File: src/pkg/igs_defines.vh
`ifndef IGS_DEFINES_VH
`define IGS_DEFINES_VH

// ----------------------------------------
// group state machine codes
// ----------------------------------------
`define IGS_GSM_W        3
`define IGS_GSM_OPER     3'h4

// ----------------------------------------
// reported per-link state codes
// ----------------------------------------
`define IGS_LS_W         2
`define IGS_LS_UNUSABLE  2'h0
`define IGS_LS_USABLE    2'h1
`define IGS_LS_ACTIVE    2'h2

// ----------------------------------------
// timing
// ----------------------------------------
`define IGS_CLK_HZ       20000000
`define IGS_WAIT_SEC     1
`define IGS_WAIT_MS      (`IGS_WAIT_SEC * 1000)
`define IGS_MS_CYC       (`IGS_CLK_HZ / 1000)
`define IGS_MIN_FRAMES   2'h2

// ----------------------------------------
// sizes
// ----------------------------------------
`define IGS_LINKS        8
`define IGS_REASONS      8
`define IGS_REASON_W     3
`define IGS_CELL_W       8
`define IGS_FIFO_DEPTH   16
`define IGS_FIFO_AW      4

`endif

File: src/hw/igs_group_ctrl.v
`timescale 1ns/1ps
`include "igs_defines.vh"

// ----------------------------------------
// cell buffer
// ----------------------------------------
module igs_fifo #(
	parameter W  = `IGS_CELL_W,
	parameter D  = `IGS_FIFO_DEPTH,
	parameter AW = `IGS_FIFO_AW
) (
	// clock and reset
	input  wire          clk,
	input  wire          rst,
	// fill side
	input  wire          in_valid,
	output reg           in_ready,
	input  wire [W-1:0]  in_data,
	// drain side
	output reg           out_valid,
	input  wire          out_ready,
	output reg  [W-1:0]  out_data
);
	reg  [W-1:0]  mem [0:D-1];
	reg  [AW-1:0] wr_ptr;
	reg  [AW-1:0] rd_ptr;
	reg  [AW:0]   count;
	reg  [AW:0]   next_count;
	wire          do_wr;
	wire          do_rd;
	wire [AW-1:0] rd_nxt;
	wire [AW-1:0] rd_sel;

	assign do_wr  = in_valid & in_ready;
	assign do_rd  = out_valid & out_ready;
	assign rd_nxt = (rd_ptr == D - 1) ? {AW{1'b0}} : rd_ptr + {{(AW-1){1'b0}}, 1'b1};
	assign rd_sel = do_rd ? rd_nxt : rd_ptr;

	always @* begin
		next_count = count;
		if (do_wr & ~do_rd)
			next_count = count + {{AW{1'b0}}, 1'b1};
		else if (do_rd & ~do_wr)
			next_count = count - {{AW{1'b0}}, 1'b1};
	end

	always @(posedge clk) begin
		if (do_wr)
			mem[wr_ptr] <= in_data;
	end

	// flags registered from the next count so both ports see honest state
	always @(posedge clk or posedge rst) begin
		if (rst) begin
			wr_ptr    <= {AW{1'b0}};
			rd_ptr    <= {AW{1'b0}};
			count     <= {(AW+1){1'b0}};
			in_ready  <= 1'b1;
			out_valid <= 1'b0;
			out_data  <= {W{1'b0}};
		end else begin
			if (do_wr)
				wr_ptr <= (wr_ptr == D - 1) ? {AW{1'b0}} : wr_ptr + {{(AW-1){1'b0}}, 1'b1};
			if (do_rd)
				rd_ptr <= rd_nxt;
			// head word kept in a flop; bypass covers a write into the slot shown next
			out_data  <= (do_wr && wr_ptr == rd_sel) ? in_data : mem[rd_sel];
			count     <= next_count;
			in_ready  <= (next_count != D);
			out_valid <= (next_count != {(AW+1){1'b0}});
		end
	end
endmodule // igs_fifo

// ----------------------------------------
// group control top
// ----------------------------------------
module igs_group_ctrl #(
	parameter N        = `IGS_LINKS,
	parameter NR       = `IGS_REASONS,
	parameter CW       = `IGS_CELL_W,
	parameter MS_CYC   = `IGS_MS_CYC,
	parameter WAIT_MS  = `IGS_WAIT_MS
) (
	// clock and reset
	input  wire                    clk,
	input  wire                    rst,
	// group state machines
	input  wire [`IGS_GSM_W-1:0]   gsm_local,
	input  wire [`IGS_GSM_W-1:0]   gsm_remote,
	input  wire [NR-1:0]           reason_flags,
	input  wire [`IGS_GSM_W-1:0]   gsc_req,
	// link procedure control
	input  wire                    frame_tick,
	input  wire                    rr_sync,
	input  wire                    startup_req,
	input  wire                    abort,
	input  wire [N-1:0]            cfg_links,
	input  wire [N-1:0]            accept_links,
	input  wire [N-1:0]            insert_req,
	input  wire [N-1:0]            delete_links,
	input  wire [N-1:0]            fe_tx_usable,
	input  wire [N-1:0]            fe_rx_active,
	// group status out
	output reg                     group_up,
	output reg                     reason_valid,
	output reg  [`IGS_REASON_W-1:0] reason_code,
	output reg  [`IGS_GSM_W-1:0]   gsc_tx,
	// traffic notices
	output reg                     um_down,
	output reg                     um_up,
	output reg                     alm_down,
	output reg                     alm_up,
	// procedure status
	output reg                     proc_busy,
	output reg                     lasr_busy,
	output reg                     lasr_start,
	output reg                     proc_done,
	output wire [N*`IGS_LS_W-1:0]  tx_state,
	output wire [N*`IGS_LS_W-1:0]  rx_state,
	// cell stream
	input  wire                    cell_in_valid,
	output wire                    cell_in_ready,
	input  wire [CW-1:0]           cell_in_data,
	output wire                    cell_out_valid,
	input  wire                    cell_out_ready,
	output wire [CW-1:0]           cell_out_data
);
	localparam S_IDLE = 4'h1;
	localparam S_USE  = 4'h2;
	localparam S_RXA  = 4'h4;
	localparam S_TXA  = 4'h8;

	reg  [3:0]               state;
	reg                      mode_lasr;
	reg  [N-1:0]             sel;
	reg  [N-1:0]             pend;
	reg  [15:0]              div_cnt;
	reg  [15:0]              ms_cnt;
	reg                      wait_done;
	reg  [1:0]               gsc_held;
	reg  [`IGS_REASON_W-1:0] next_reason;
	reg                      next_rvalid;
	integer                  k;
	wire                     both_oper;
	wire [N-1:0]             tgt;
	wire                     rx_ok;
	wire                     tx_ok;
	wire                     start_go;
	wire                     lasr_go;
	wire                     do_tx_use;
	wire                     do_rx_act;
	wire                     do_tx_act;
	wire                     do_clr;
	wire                     timer_clr;
	wire [1:0]               held_inc;

	// ----------------------------------------
	// group up/down and reason
	// ----------------------------------------
	assign both_oper = (gsm_local == `IGS_GSM_OPER) & (gsm_remote == `IGS_GSM_OPER);

	// lowest index is the highest priority reason
	always @* begin
		next_reason = {`IGS_REASON_W{1'b0}};
		next_rvalid = 1'b0;
		for (k = NR - 1; k >= 0; k = k - 1) begin
			if (reason_flags[k]) begin
				next_reason = k[`IGS_REASON_W-1:0];
				next_rvalid = 1'b1;
			end
		end
	end

	always @(posedge clk or posedge rst) begin
		if (rst) begin
			group_up     <= 1'b0;
			reason_valid <= 1'b0;
			reason_code  <= {`IGS_REASON_W{1'b0}};
			um_down      <= 1'b0;
			um_up        <= 1'b0;
			alm_down     <= 1'b0;
			alm_up       <= 1'b0;
		end else begin
			group_up     <= both_oper;
			reason_valid <= ~both_oper & next_rvalid;
			reason_code  <= both_oper ? {`IGS_REASON_W{1'b0}} : next_reason;
			// only traffic edges reach management, never raw defects
			um_down      <= group_up & ~both_oper;
			alm_down     <= group_up & ~both_oper;
			um_up        <= ~group_up & both_oper;
			alm_up       <= ~group_up & both_oper;
		end
	end

	// ----------------------------------------
	// group status and control field
	// ----------------------------------------
	assign held_inc = (gsc_held == `IGS_MIN_FRAMES) ? gsc_held : gsc_held + 2'h1;

	always @(posedge clk or posedge rst) begin
		if (rst) begin
			gsc_tx   <= {`IGS_GSM_W{1'b0}};
			gsc_held <= 2'h0;
		end else if (frame_tick) begin
			if (gsc_req != gsc_tx && held_inc == `IGS_MIN_FRAMES) begin
				gsc_tx   <= gsc_req;
				gsc_held <= 2'h0;
			end else begin
				gsc_held <= held_inc;
			end
		end
	end

	// ----------------------------------------
	// one second wait timer
	// ----------------------------------------
	assign timer_clr = do_tx_use | do_rx_act | do_clr;

	always @(posedge clk or posedge rst) begin
		if (rst) begin
			div_cnt   <= 16'h0000;
			ms_cnt    <= 16'h0000;
			wait_done <= 1'b0;
		end else if (timer_clr) begin
			div_cnt   <= 16'h0000;
			ms_cnt    <= 16'h0000;
			wait_done <= 1'b0;
		end else if (!wait_done) begin
			if (div_cnt == MS_CYC - 1) begin
				div_cnt <= 16'h0000;
				ms_cnt  <= ms_cnt + 16'h0001;
				if (ms_cnt == WAIT_MS - 1)
					wait_done <= 1'b1;
			end else begin
				div_cnt <= div_cnt + 16'h0001;
			end
		end
	end

	// ----------------------------------------
	// start-up / link addition sequencer
	// ----------------------------------------
	// start-up waits on every configured link, addition only on its own
	assign tgt   = mode_lasr ? sel : cfg_links;
	assign rx_ok = wait_done | ((fe_tx_usable & tgt) == tgt);
	assign tx_ok = wait_done | ((fe_rx_active & tgt) == tgt);

	assign start_go  = (state == S_IDLE) & startup_req;
	// addition only begins on a round-robin boundary
	assign lasr_go   = (state == S_IDLE) & ~startup_req & rr_sync
		& ((pend | insert_req) != {N{1'b0}});
	assign do_clr    = (state != S_IDLE) & abort;
	assign do_tx_use = (state == S_USE) & frame_tick & ~abort;
	assign do_rx_act = (state == S_RXA) & frame_tick & rx_ok & ~abort;
	assign do_tx_act = (state == S_TXA) & frame_tick & tx_ok & ~abort;

	always @(posedge clk or posedge rst) begin
		if (rst) begin
			state      <= S_IDLE;
			mode_lasr  <= 1'b0;
			sel        <= {N{1'b0}};
			pend       <= {N{1'b0}};
			proc_busy  <= 1'b0;
			lasr_busy  <= 1'b0;
			lasr_start <= 1'b0;
			proc_done  <= 1'b0;
		end else begin
			lasr_start <= lasr_go;
			proc_done  <= do_tx_act;
			// requests during a running procedure are held; one arriving with the take goes into sel while pend clears
			if (lasr_go)
				pend <= {N{1'b0}};
			else
				pend <= pend | insert_req;
			case (state)
				S_IDLE: begin
					if (start_go) begin
						sel       <= accept_links;
						mode_lasr <= 1'b0;
						state     <= S_USE;
						proc_busy <= 1'b1;
					end else if (lasr_go) begin
						sel       <= pend | insert_req;
						mode_lasr <= 1'b1;
						state     <= S_USE;
						proc_busy <= 1'b1;
						lasr_busy <= 1'b1;
					end
				end
				S_USE: begin
					if (do_tx_use)
						state <= S_RXA;
				end
				S_RXA: begin
					if (do_rx_act)
						state <= S_TXA;
				end
				S_TXA: begin
					if (do_tx_act)
						state <= S_IDLE;
				end
				default: begin
					state <= S_IDLE;
				end
			endcase
			if (do_clr)
				state <= S_IDLE;
			if (do_clr | do_tx_act) begin
				proc_busy <= 1'b0;
				lasr_busy <= 1'b0;
			end
		end
	end

	// ----------------------------------------
	// per-link reported states
	// ----------------------------------------
	genvar i;
	generate
		for (i = 0; i < N; i = i + 1) begin : g_link
			reg [`IGS_LS_W-1:0] tx_ls;
			reg [`IGS_LS_W-1:0] rx_ls;
			always @(posedge clk or posedge rst) begin
				if (rst) begin
					tx_ls <= `IGS_LS_UNUSABLE;
					rx_ls <= `IGS_LS_UNUSABLE;
				end else if ((do_clr & sel[i]) | (frame_tick & delete_links[i])) begin
					tx_ls <= `IGS_LS_UNUSABLE;
					rx_ls <= `IGS_LS_UNUSABLE;
				end else if (sel[i]) begin
					if (do_tx_use)
						tx_ls <= `IGS_LS_USABLE;
					if (do_rx_act)
						rx_ls <= `IGS_LS_ACTIVE;
					if (do_tx_act)
						tx_ls <= `IGS_LS_ACTIVE;
				end
			end
			assign tx_state[i*`IGS_LS_W +: `IGS_LS_W] = tx_ls;
			assign rx_state[i*`IGS_LS_W +: `IGS_LS_W] = rx_ls;
		end
	endgenerate

	// ----------------------------------------
	// cell path
	// ----------------------------------------
	// link changes never flush this buffer; only back-pressure throttles cells
	igs_fifo #(
		.W  (CW),
		.D  (`IGS_FIFO_DEPTH),
		.AW (`IGS_FIFO_AW)
	) u_fifo (
		.clk       (clk),
		.rst       (rst),
		.in_valid  (cell_in_valid),
		.in_ready  (cell_in_ready),
		.in_data   (cell_in_data),
		.out_valid (cell_out_valid),
		.out_ready (cell_out_ready),
		.out_data  (cell_out_data)
	);
endmodule // igs_group_ctrl

File: config.mk
export PLATFORM = sky130hd
export DESIGN_NAME = igs_group_ctrl
export DESIGN_NICKNAME = d
export VERILOG_FILES = /design/src/hw/igs_group_ctrl.v
export VERILOG_INCLUDE_DIRS = /design/src /design/src/pkg
export SDC_FILE = /design/constraint.sdc
export NUM_CORES = 1
export LEC_CHECK = 0
export BUFFER_PORTS_ARGS = -buffer_cell sky130_fd_sc_hd__clkbuf_2
export CAP_MARGIN = 30
export CORE_ASPECT_RATIO = 0.7
export CORE_MARGIN = 2
export CORE_UTILIZATION = 30
export CTS_BUF_LIST = sky130_fd_sc_hd__clkbuf_16
export CTS_CLUSTER_DIAMETER = 100
export CTS_CLUSTER_SIZE = 14
export DETAILED_ROUTE_END_ITERATION = 12
export GPL_ROUTABILITY_DRIVEN = 0
export PLACE_DENSITY = 0.51
export SLEW_MARGIN = 25
export SYNTH_ARGS = -nofsm -noshare
export SYNTH_HDL_FRONTEND = slang
export SYNTH_SLANG_ARGS = --single-unit
File: constraint.sdc
create_clock -name clk -period 4.71 [get_ports clk]
set_clock_uncertainty 0.15 [all_clocks]
set_input_delay 0.942 -clock clk [delete_from_list [all_inputs] [get_ports clk]]
set_output_delay 0.942 -clock clk [all_outputs]
set_load 0.1 [all_outputs]
# After elaboration in Yosys (flattened, before gate mapping)
# Memory sizes are Yosys's and may differ from the RTL's. A register that Yosys moved wholly into a read port is not among the register bits.
# Cells that the tools add are included.
# W data, S select, Z words.
[classes] addsub=7 n_eq_ne=23 mux=90 bitwise_logic=59 reduce_logical=54
[op_table] cell="$mux W16" n=6
[op_table] cell="$mux W2" n=37
[op_table] cell="$reduce_and A2 Y1" n=20
[op_table] cell="$reduce_bool A2 Y1" n=20
[op_table] cell="$and A1 B1 Y1" n=37
[op_table] cell="$mux W4" n=9
[op_table] cell="$add A16 B1 Y16 const B" n=2
[op_table] cell="$mux W8" n=4
[op_table] cell="$mux W3" n=9
[op_table] cell="$reduce_bool A3 Y1" n=9
[op_table] cell="$mux W1" n=22
[op_table] cell="$and A8 B8 Y8" n=2
[op_table] cell="$eq A16 B10 Y1 const B" n=1
[op_table] cell="$eq A16 B15 Y1 const B" n=1
[op_table] cell="$eq A8 B8 Y1" n=2
[op_table] cell="$pmux W4 S4" n=1
[op_table] cell="$or A1 B1 Y1" n=13
[op_table] cell="$eq A4 B4 Y1 const B" n=3
[op_table] cell="$mux W5" n=2
[op_table] cell="$ne A3 B3 Y1 const B" n=3
[op_table] cell="$add A4 B1 Y4 const B" n=2
[op_table] cell="$or A8 B8 Y8" n=1
[op_table] cell="$reduce_bool A8 Y1" n=1
[op_table] cell="$eq A3 B3 Y1 const B" n=2
[op_table] cell="other kinds (17)" n=24
[totals] reg_bits=117 ramBits=128 out_inout_bits=58 wordCells=273 mem_count=1
[memory_table] memory="u_fifo.mem" words=16 width=8 rd=1 rd_ports_with_merged_regs=1 write_ports=1 line_no="igs_group_ctrl.v:24" source="reg [W-1:0] mem [0:D-1];"

# Longest topological paths before layout
# Gate-level depths: netlist of run 1.
[logic_depth] depth_word=10 depth_mapped=11

# Modules after synthesis
# A second synthesis of run 1 with hierarchy kept.
[hier_totals] cells_unflattened=1077 hier_area_um2=12064.1
[by_module_without_submodules] module="igs_fifo" instances=1 cells_each=595 area_each_um2=7287.0
[by_module_without_submodules] module="igs_group_ctrl" instances=1 cells_each=482 area_each_um2=4777.1

# Worst setup path before layout of run 1
# OpenSTA, ideal clock, no wires.
[synth_path] kind="register to register" startpoint="register u_fifo.out_valid" endpoint="register u_fifo.out_data[3] (read register of u_fifo.mem)" setup_ns=0.082 t_arrival_ns=2.593 t_required_ns=4.478 setup_slack_ns=1.885 path_stages_with_launch=9 period_less_slack_ns=2.825 cell_sequence="dfrtp_1 -> buf_4 -> nand3_1 -> or3_1 -> and3_1 -> o2111ai_1 -> buf_4 -> nor2_1 -> a31oi_1"
[synth_between] elab_chain_len=2
[synth_rtl] item="start, declared" line_no="igs_group_ctrl.v:20" source="output reg out_valid,"
[synth_rtl] item="start signal, assigned" line_no="igs_group_ctrl.v:70" source="out_valid <= (next_count != {(AW+1){1'b0}});"
[synth_rtl] item="$and A1 B1 Y1" line_no="igs_group_ctrl.v:35" source="assign do_rd = out_valid & out_ready;"
[synth_rtl] item="$mux W4" line_no="igs_group_ctrl.v:37" source="assign rd_sel = do_rd ? rd_nxt : rd_ptr;"
[synth_rtl] item="end, declared" line_no="igs_group_ctrl.v:22" source="output reg [W-1:0] out_data"
# Every way passes these cells.
# A chain may end at the register's enable or synchronous reset.

# Worst setup path after layout of run 1
[layout_path] startpoint="register u_fifo.rd_ptr[1]" endpoint="register u_fifo.out_data[4] (read register of u_fifo.mem)"
[layout_between] elab_chain_len=3 word_cells_on_any_way=4 cone_classes="add/sub (1); eq/ne (1); mux (2)"
[layout_rtl] item="start, declared" line_no="igs_group_ctrl.v:26" source="reg [AW-1:0] rd_ptr;"
[layout_rtl] item="start signal, assigned" line_no="igs_group_ctrl.v:56" source="rd_ptr <= {AW{1'b0}};"
[layout_rtl] item="start signal, assigned" line_no="igs_group_ctrl.v:65" source="rd_ptr <= rd_nxt;"
[layout_rtl] item="$add A4 B1 Y4 / $eq A4 B4 Y1 (equally long branches)" line_no="igs_group_ctrl.v:36" source="assign rd_nxt = (rd_ptr == D - 1) ? {AW{1'b0}} : rd_ptr + {{(AW-1){1'b0}}, 1'b1};"
[layout_rtl] item="$mux W4" line_no="igs_group_ctrl.v:36"
[layout_rtl] item="$mux W4 (*)" line_no="igs_group_ctrl.v:37"
# Every way passes the cells marked *; elsewhere a longest branch is shown, timed or not.

==> results of run 1 <==
[worst max-delay path, stage by stage (launching register included)]
cell	delay, ns
dfrtp_1	0.46
ha_1	0.37
and3_1	0.25
nor2_4	0.47
inv_2	0.28
o41ai_1	0.69
o2111ai_1	0.20
a31oi_1	0.22
[report_power, final]
part	total, mW	internal, mW	switching (mW)
logic	3.15	0.905	2.24
registers	2.97	2.61	0.362
clock network	1.58	0.804	0.779
total	7.70	4.32	3.39
[cell families (layout without fill, tap and decap cells)]
family                     Yosys count  count (layout)  share of synthesized area
xor gates and xnor gates            40              40                     0.0304
adders and majority gates           10              10                     0.0108
and+or+nand+nor                    487             487                      0.200
muxes                               12              12                     0.0107
buffers and inverters               98             213                     0.0391
AOI/OAI and AO/OA                  210             210                      0.122
DFF                                245             245                      0.587
other                                1               8                   0.000325
[path summary, 6_finish.rpt]
| kind | end |
|---|---|
| max | u_fifo.out_data[4] |
| min | u_fifo.out_data[6] |
| max reg2reg | u_fifo.out_data[4] |
| min reg2reg | alm_up |
| max in group asynchronous | pend[7] |
| min in group clk | alm_up |
[metal layers]
metal | vias to the layer above | global-route usage | wire length, µm | share of wire
met4 | 0 | 0.0348 | 638 | 0.019
met1 | 4362 | 0.273 | 17300 | 0.52
li1 | 4188 | - | - | -
met5 | - | 0 | 0 | 0
met3 | 44 | 0.0257 | 2130 | 0.064
met2 | 306 | 0.224 | 13200 | 0.40
[cell type report]
cell class	count	area, µm²	area share
flip-flops and latches	245	6780	0.510
clock inverters	14	56.3	0.00423
inverters	22	85.1	0.00640
clock buffers	21	526	0.0395
multi-input cells	767	4360	0.328
repair buffers	156	878	0.0661
well taps	496	621	0.0467
[cells in the final DEF, fill, tap and decap left out, drive strengths merged, types with 5 or more instances in the layout]
cell type / count
nand2: 181
clkbuf: 151
edfxtp: 128
dfrtp: 115
nor2: 111
a21oi: 53
and3: 51
nor3: 49
o21ai: 41
inv: 33
nand3: 29
xnor2: 26
buf: 26
a211oi: 23
o41ai: 17
o2111ai: 15
xor2: 14
o22ai: 10
nand4: 10
ha: 10
mux2i: 9
nor4: 9
a22oi: 9
a31oi: 9
a22o: 8
conb: 8
or4: 7
nand2b: 5
and4: 5
or3: 5
a21bo: 5
[state kept, by name, indices dropped and copies added (netlist names), 2 cells and up]
signal           cells
div_cnt             16
reason_code          3
sel                  8
u_fifo.wr_ptr        4
pend                 8
gsc_tx               3
u_fifo.out_data      8
gsc_held             2
u_fifo.count         5
g_link.rx_ls         8
g_link.tx_ls        16
ms_cnt              16
state                4
u_fifo.rd_ptr        4
u_fifo.mem         128
[through the flow]
step	total power [mW]	worst slack (ns)
final	7.70	1.53
after global routing	8.13	1.29
after CTS	7.70	1.55
after detailed placement	6.10	1.23
after global placement	6.08	1.27
after floorplan	5.19	0.521
==> implementation parameters, run 1 <==
Parameter                              Value

Timing
  Period utilisation layout    0.675
  Total Negative Setup Slacks    0 ns
  Minimum clock period    3.18 ns
  Setup repair after global routing missed its margin    no
  Hold Vio Cnt, Final    0
  Final setup viols    0
  Relative slew slack    0.368
  Number of pins with negative max-slew slack in the final report    0
  Worst hold slack    0.219 ns
  Measured slew at the worst slew-check pin    0.944 ns
  Maximum clock frequency    314 MHz

Yosys
  Ranking of synthesized cells by area    edfxtp_1 (33%), dfrtp_1 (25%), nand2_1 (5.9%), nor2_1 (3.6%), and3_1 (2.8%)
  Count of warnings emitted by yosys    0
  Cell taking the most area after synthesis    edfxtp_1
  Most instantiated library cell after synthesis    nand2_1
  Cells after Synth    1103
  Sequential area share after synthesis    0.587
  Synth top area share    0.333
  Number of distinct library cells after synthesis    66
  Top cells by count, synth    nand2_1 (181), edfxtp_1 (128), dfrtp_1 (115), nor2_1 (110), a21oi_1 (53)
  Seq cells post-synth    245
  Leading register cell type out of synthesis    edfxtp_1
  Number of enable-type register cells in the synthesized netlist    128
  Synthesized area per cell    10.5 µm²
  Cell Area, Synth    0.0115 mm²
  Async set or reset register ratio after synthesis    0.478

Layout
  Post-route cell area    0.0133 mm²
  Count of placed standard cells in the final layout, fillers left out    1721
  Fillers    3826
  Final nets    1304
  # diodes    0
  Area delta synth->final    15.2%
  Finished Core Util    0.349
  Proportion of layout cells with a drive suffix above 1    0.167

Power
  Worst IR Drop VDD    0.349 mV
  Pwr Density    579 mW/mm²
  Leak pwr    5.35 nW

Worst setup path
  CP endpoint kind    flip-flop
  Register-to-Register Setup Slack    1.53 ns
  Data arrival at the endpoint of the critical path    3.47 ns
  Required time worst endpoint    5.00 ns
  Setup crit start    u_fifo.rd_ptr[1]
  Classification of the worst setup path    flip-flop to flip-flop
  Startpoint kind of the worst setup timing path    flip-flop
  Depth of the most critical reg-to-reg path    7
  Worst Path Max Fanout    17
  Reg-to-reg startpoint    u_fifo.rd_ptr[1]

Global route
  Number of global-route vias before repair    8327
  Wire length of the first global-routing pass    51800 µm
  Total congestion overflow after global routing    0
  Antenna violations before repair    0
  Overall Global Routing Usage    0.166
  Largest net degree at the start of global routing    87

Place
  Cell total after placement    1684
  Number of buffers added on ports    130
  Placed cell area    0.0127 mm²
  Half-perimeter wire length after placement    23000 µm

Floorplan
  Core outline area    0.0381 mm²
  Number of standard-cell rows in the floorplan    60
  Total I/O pin count    139
  Effective utilization at floorplan    0.303
  Die outline area    0.0401 mm²
  Die Span X    238 µm
  Die H    168 µm

Detailed routing
  Number of nets still failing antenna checks after routing    0
  DRC errors left    0
  Number of violations reported at the end of detailed-routing iteration 0    1101
  Via count    8900
  First-pass iteration count of the detailed router    5
  Routed WL per cell    19.3 µm
  Detailed-route vias per instance    5.17
  Detailed-route wire length    33300 µm

Clocking
  TritonCTS clock tree    done
  Root cell of the clock tree    clkbuf_16
  Post-CTS sizing    0
  Maximum buffer depth of the clock tree    3
  Worst-path clk slew    0.07 ns
  Post-CTS setup-driven buffer insertion count    0
  Post-CTS Hold Buffers    0
  Number of buffers created by CTS    21
  Clock Sink Count    245
  Number of H-tree levels    1
  Clk Latency, worst-skew pair    0.53 ns

Run
  # Max-Cap Violations    0

Outcome
  Outcome    finished clean

Hold path
  Worst min-delay path class    input port to async pin
(Power assumes the default switching activity.)
==> run 2: changes to the inputs <==
==> constraint.sdc (replaced) <==
create_clock -name clk -period 3 [get_ports clk]
set_clock_uncertainty 0.15 [all_clocks]
set_input_delay 0.6 -clock clk [delete_from_list [all_inputs] [get_ports clk]]
set_output_delay 0.6 -clock clk [all_outputs]
set_load 0.1 [all_outputs]
==> implementation parameters, run 2 (synthesis gave the netlist of run 1 again) <==
Parameter                              Value

Timing
  Number of pins with negative max-slew slack in the final report    0
  Setup repair after global routing missed its margin    no
  Final setup viols    0
  Worst setup slack after layout    0.127 ns
  Period utilisation layout    0.958
  Minimum clock period    2.87 ns
  Relative slew slack    0.445
  Total Negative Setup Slacks    0 ns
  Maximum clock frequency    348 MHz
  Hold Vio Cnt, Final    0
  Measured slew at the worst slew-check pin    0.824 ns

Detailed routing
  Number of violations reported at the end of detailed-routing iteration 0    857
  Number of nets still failing antenna checks after routing    0
  Detailed-route vias per instance    5.20
  DRC errors left    0
  Routed WL per cell    19.4 µm
  Detailed-route wire length    33900 µm
  Via count    9090
  First-pass iteration count of the detailed router    5

Clocking
  Number of buffers created by CTS    21
  Post-CTS setup-driven buffer insertion count    0
  Post-CTS Hold Buffers    0
  Number of H-tree levels    1
  Clk Latency, worst-skew pair    0.53 ns
  Worst-path clk slew    0.07 ns
  TritonCTS clock tree    done
  Root cell of the clock tree    clkbuf_16
  Clock Sink Count    245
  Maximum buffer depth of the clock tree    3

Layout
  Proportion of layout cells with a drive suffix above 1    0.185
  Post-route cell area    0.0136 mm²
  Most common cell after layout, fill and taps aside    nand2_1
  Leading cell types in the layout, fill and taps excluded    nand2_1 (181), clkbuf_2 (131), edfxtp_1 (128), dfrtp_1 (114), nor2_1 (110)
  Final nets    1329
  Flip-flop count of the largest register after layout    128
  Finished Core Util    0.356
  Register ranked first by flip-flop count    u_fifo.mem
  # diodes    0
  Area delta synth->final    17.6%
  Fillers    3834

Global route
  Antenna violations before repair    1
  Largest net degree at the start of global routing    72
  Total congestion overflow after global routing    0
  Overall Global Routing Usage    0.167
  Number of global-route vias before repair    8392
  Wire length of the first global-routing pass    51800 µm

Floorplan
  Number of standard-cell rows in the floorplan    60
  Effective utilization at floorplan    0.303
  Die outline area    0.0401 mm²
  Core outline area    0.0381 mm²
  Die H    168 µm
  Total I/O pin count    139
  Die Span X    238 µm

Run
  # Max-Cap Violations    0

Worst setup path
  Setup crit start    u_fifo.rd_ptr[1]
  Required time worst endpoint    3.25 ns
  Reg-to-reg startpoint    u_fifo.rd_ptr[1]
  Classification of the worst setup path    flip-flop to flip-flop
  Data arrival at the endpoint of the critical path    3.12 ns
  Startpoint kind of the worst setup timing path    flip-flop
  Worst Path Max Fanout    17
  CP endpoint kind    flip-flop

Place
  Number of buffers added on ports    130
  Placed cell area    0.0130 mm²
  Worst slack at placement    -0.0671 ns
  Half-perimeter wire length after placement    23400 µm

Power
  Pwr Density    915 mW/mm²
  PnR Total Power    12.4 mW
  Leak pwr    5.52 nW
  Worst IR Drop VDD    0.705 mV

Outcome
  Outcome    finished clean

Hold path
  Worst min-delay path class    input port to async pin
[run 2: power by group]
part / internal (mW) / leakage [nW] / total [mW] / switching [mW]
Combinational: 1.62 / 2.52 / 5.29 / 3.67
Clock: 1.27 / 0.343 / 2.51 / 1.24
Sequential: 4.09 / 2.66 / 4.61 / 0.526
Total: 6.98 / 5.52 / 12.4 / 5.43
[run 2: cell type report]
cell class / instances / area [µm²] / area share
Timing Repair Buffer: 181 / 1120 / 0.0824
Clock inverter: 16 / 65.1 / 0.00479
Sequential cell: 245 / 6780 / 0.499
Multi-Input combinational cell: 767 / 4380 / 0.323
Inverter: 22 / 86.3 / 0.00636
Tap cell: 496 / 621 / 0.0457
Clock buffer: 21 / 526 / 0.0387
[run 2: stage by stage]
stage | cells | hold slack, ns
floorplan | 1110 | 0.319
global placement | 1710 | 0.302
detailed placement | 1710 | 0.293
CTS | 1747 | 0.0461
global route | 1748 | 0.0800
finish | 1748 | 0.0367
[run 2: final timing paths]
kind	slack [ns]	cells past startpoint	end
setup / recovery	0.13	7	u_fifo.out_data[4]
hold / removal	0.04	2	u_fifo.out_data[5]
setup reg to reg	0.13	7	u_fifo.out_data[4]
hold reg to reg	0.30	1	alm_up
max in group asynchronous	1.84	3	u_fifo.in_ready
min in group clk	0.10	2	alm_up
[run 2: routing by layer]
metal  vias up  wire [µm]  GRT usage  share of wire
met5         -         13          0        0.00038
met4         2        569     0.0329          0.017
li1       4241          -          -              -
met2       313      13400      0.223           0.40
met3        41       2750     0.0366          0.081
met1      4493      17100      0.271           0.51
[run 2: worst max-delay path, cell delays in order (launching register included)]
cell and delay [ns]:
dfrtp_1 0.44, ha_1 0.37, and3_1 0.27, nor2_4 0.16, inv_2 0.17, o41ai_1 0.73, o2111ai_1 0.17, a31oi_1 0.27
[run 2: timing repair]
item | in CTS | in global routing
resized for setup | 0 | 3
endpoints found under the setup margin | 0 | 2
hold endpoints to repair | 0 | 0
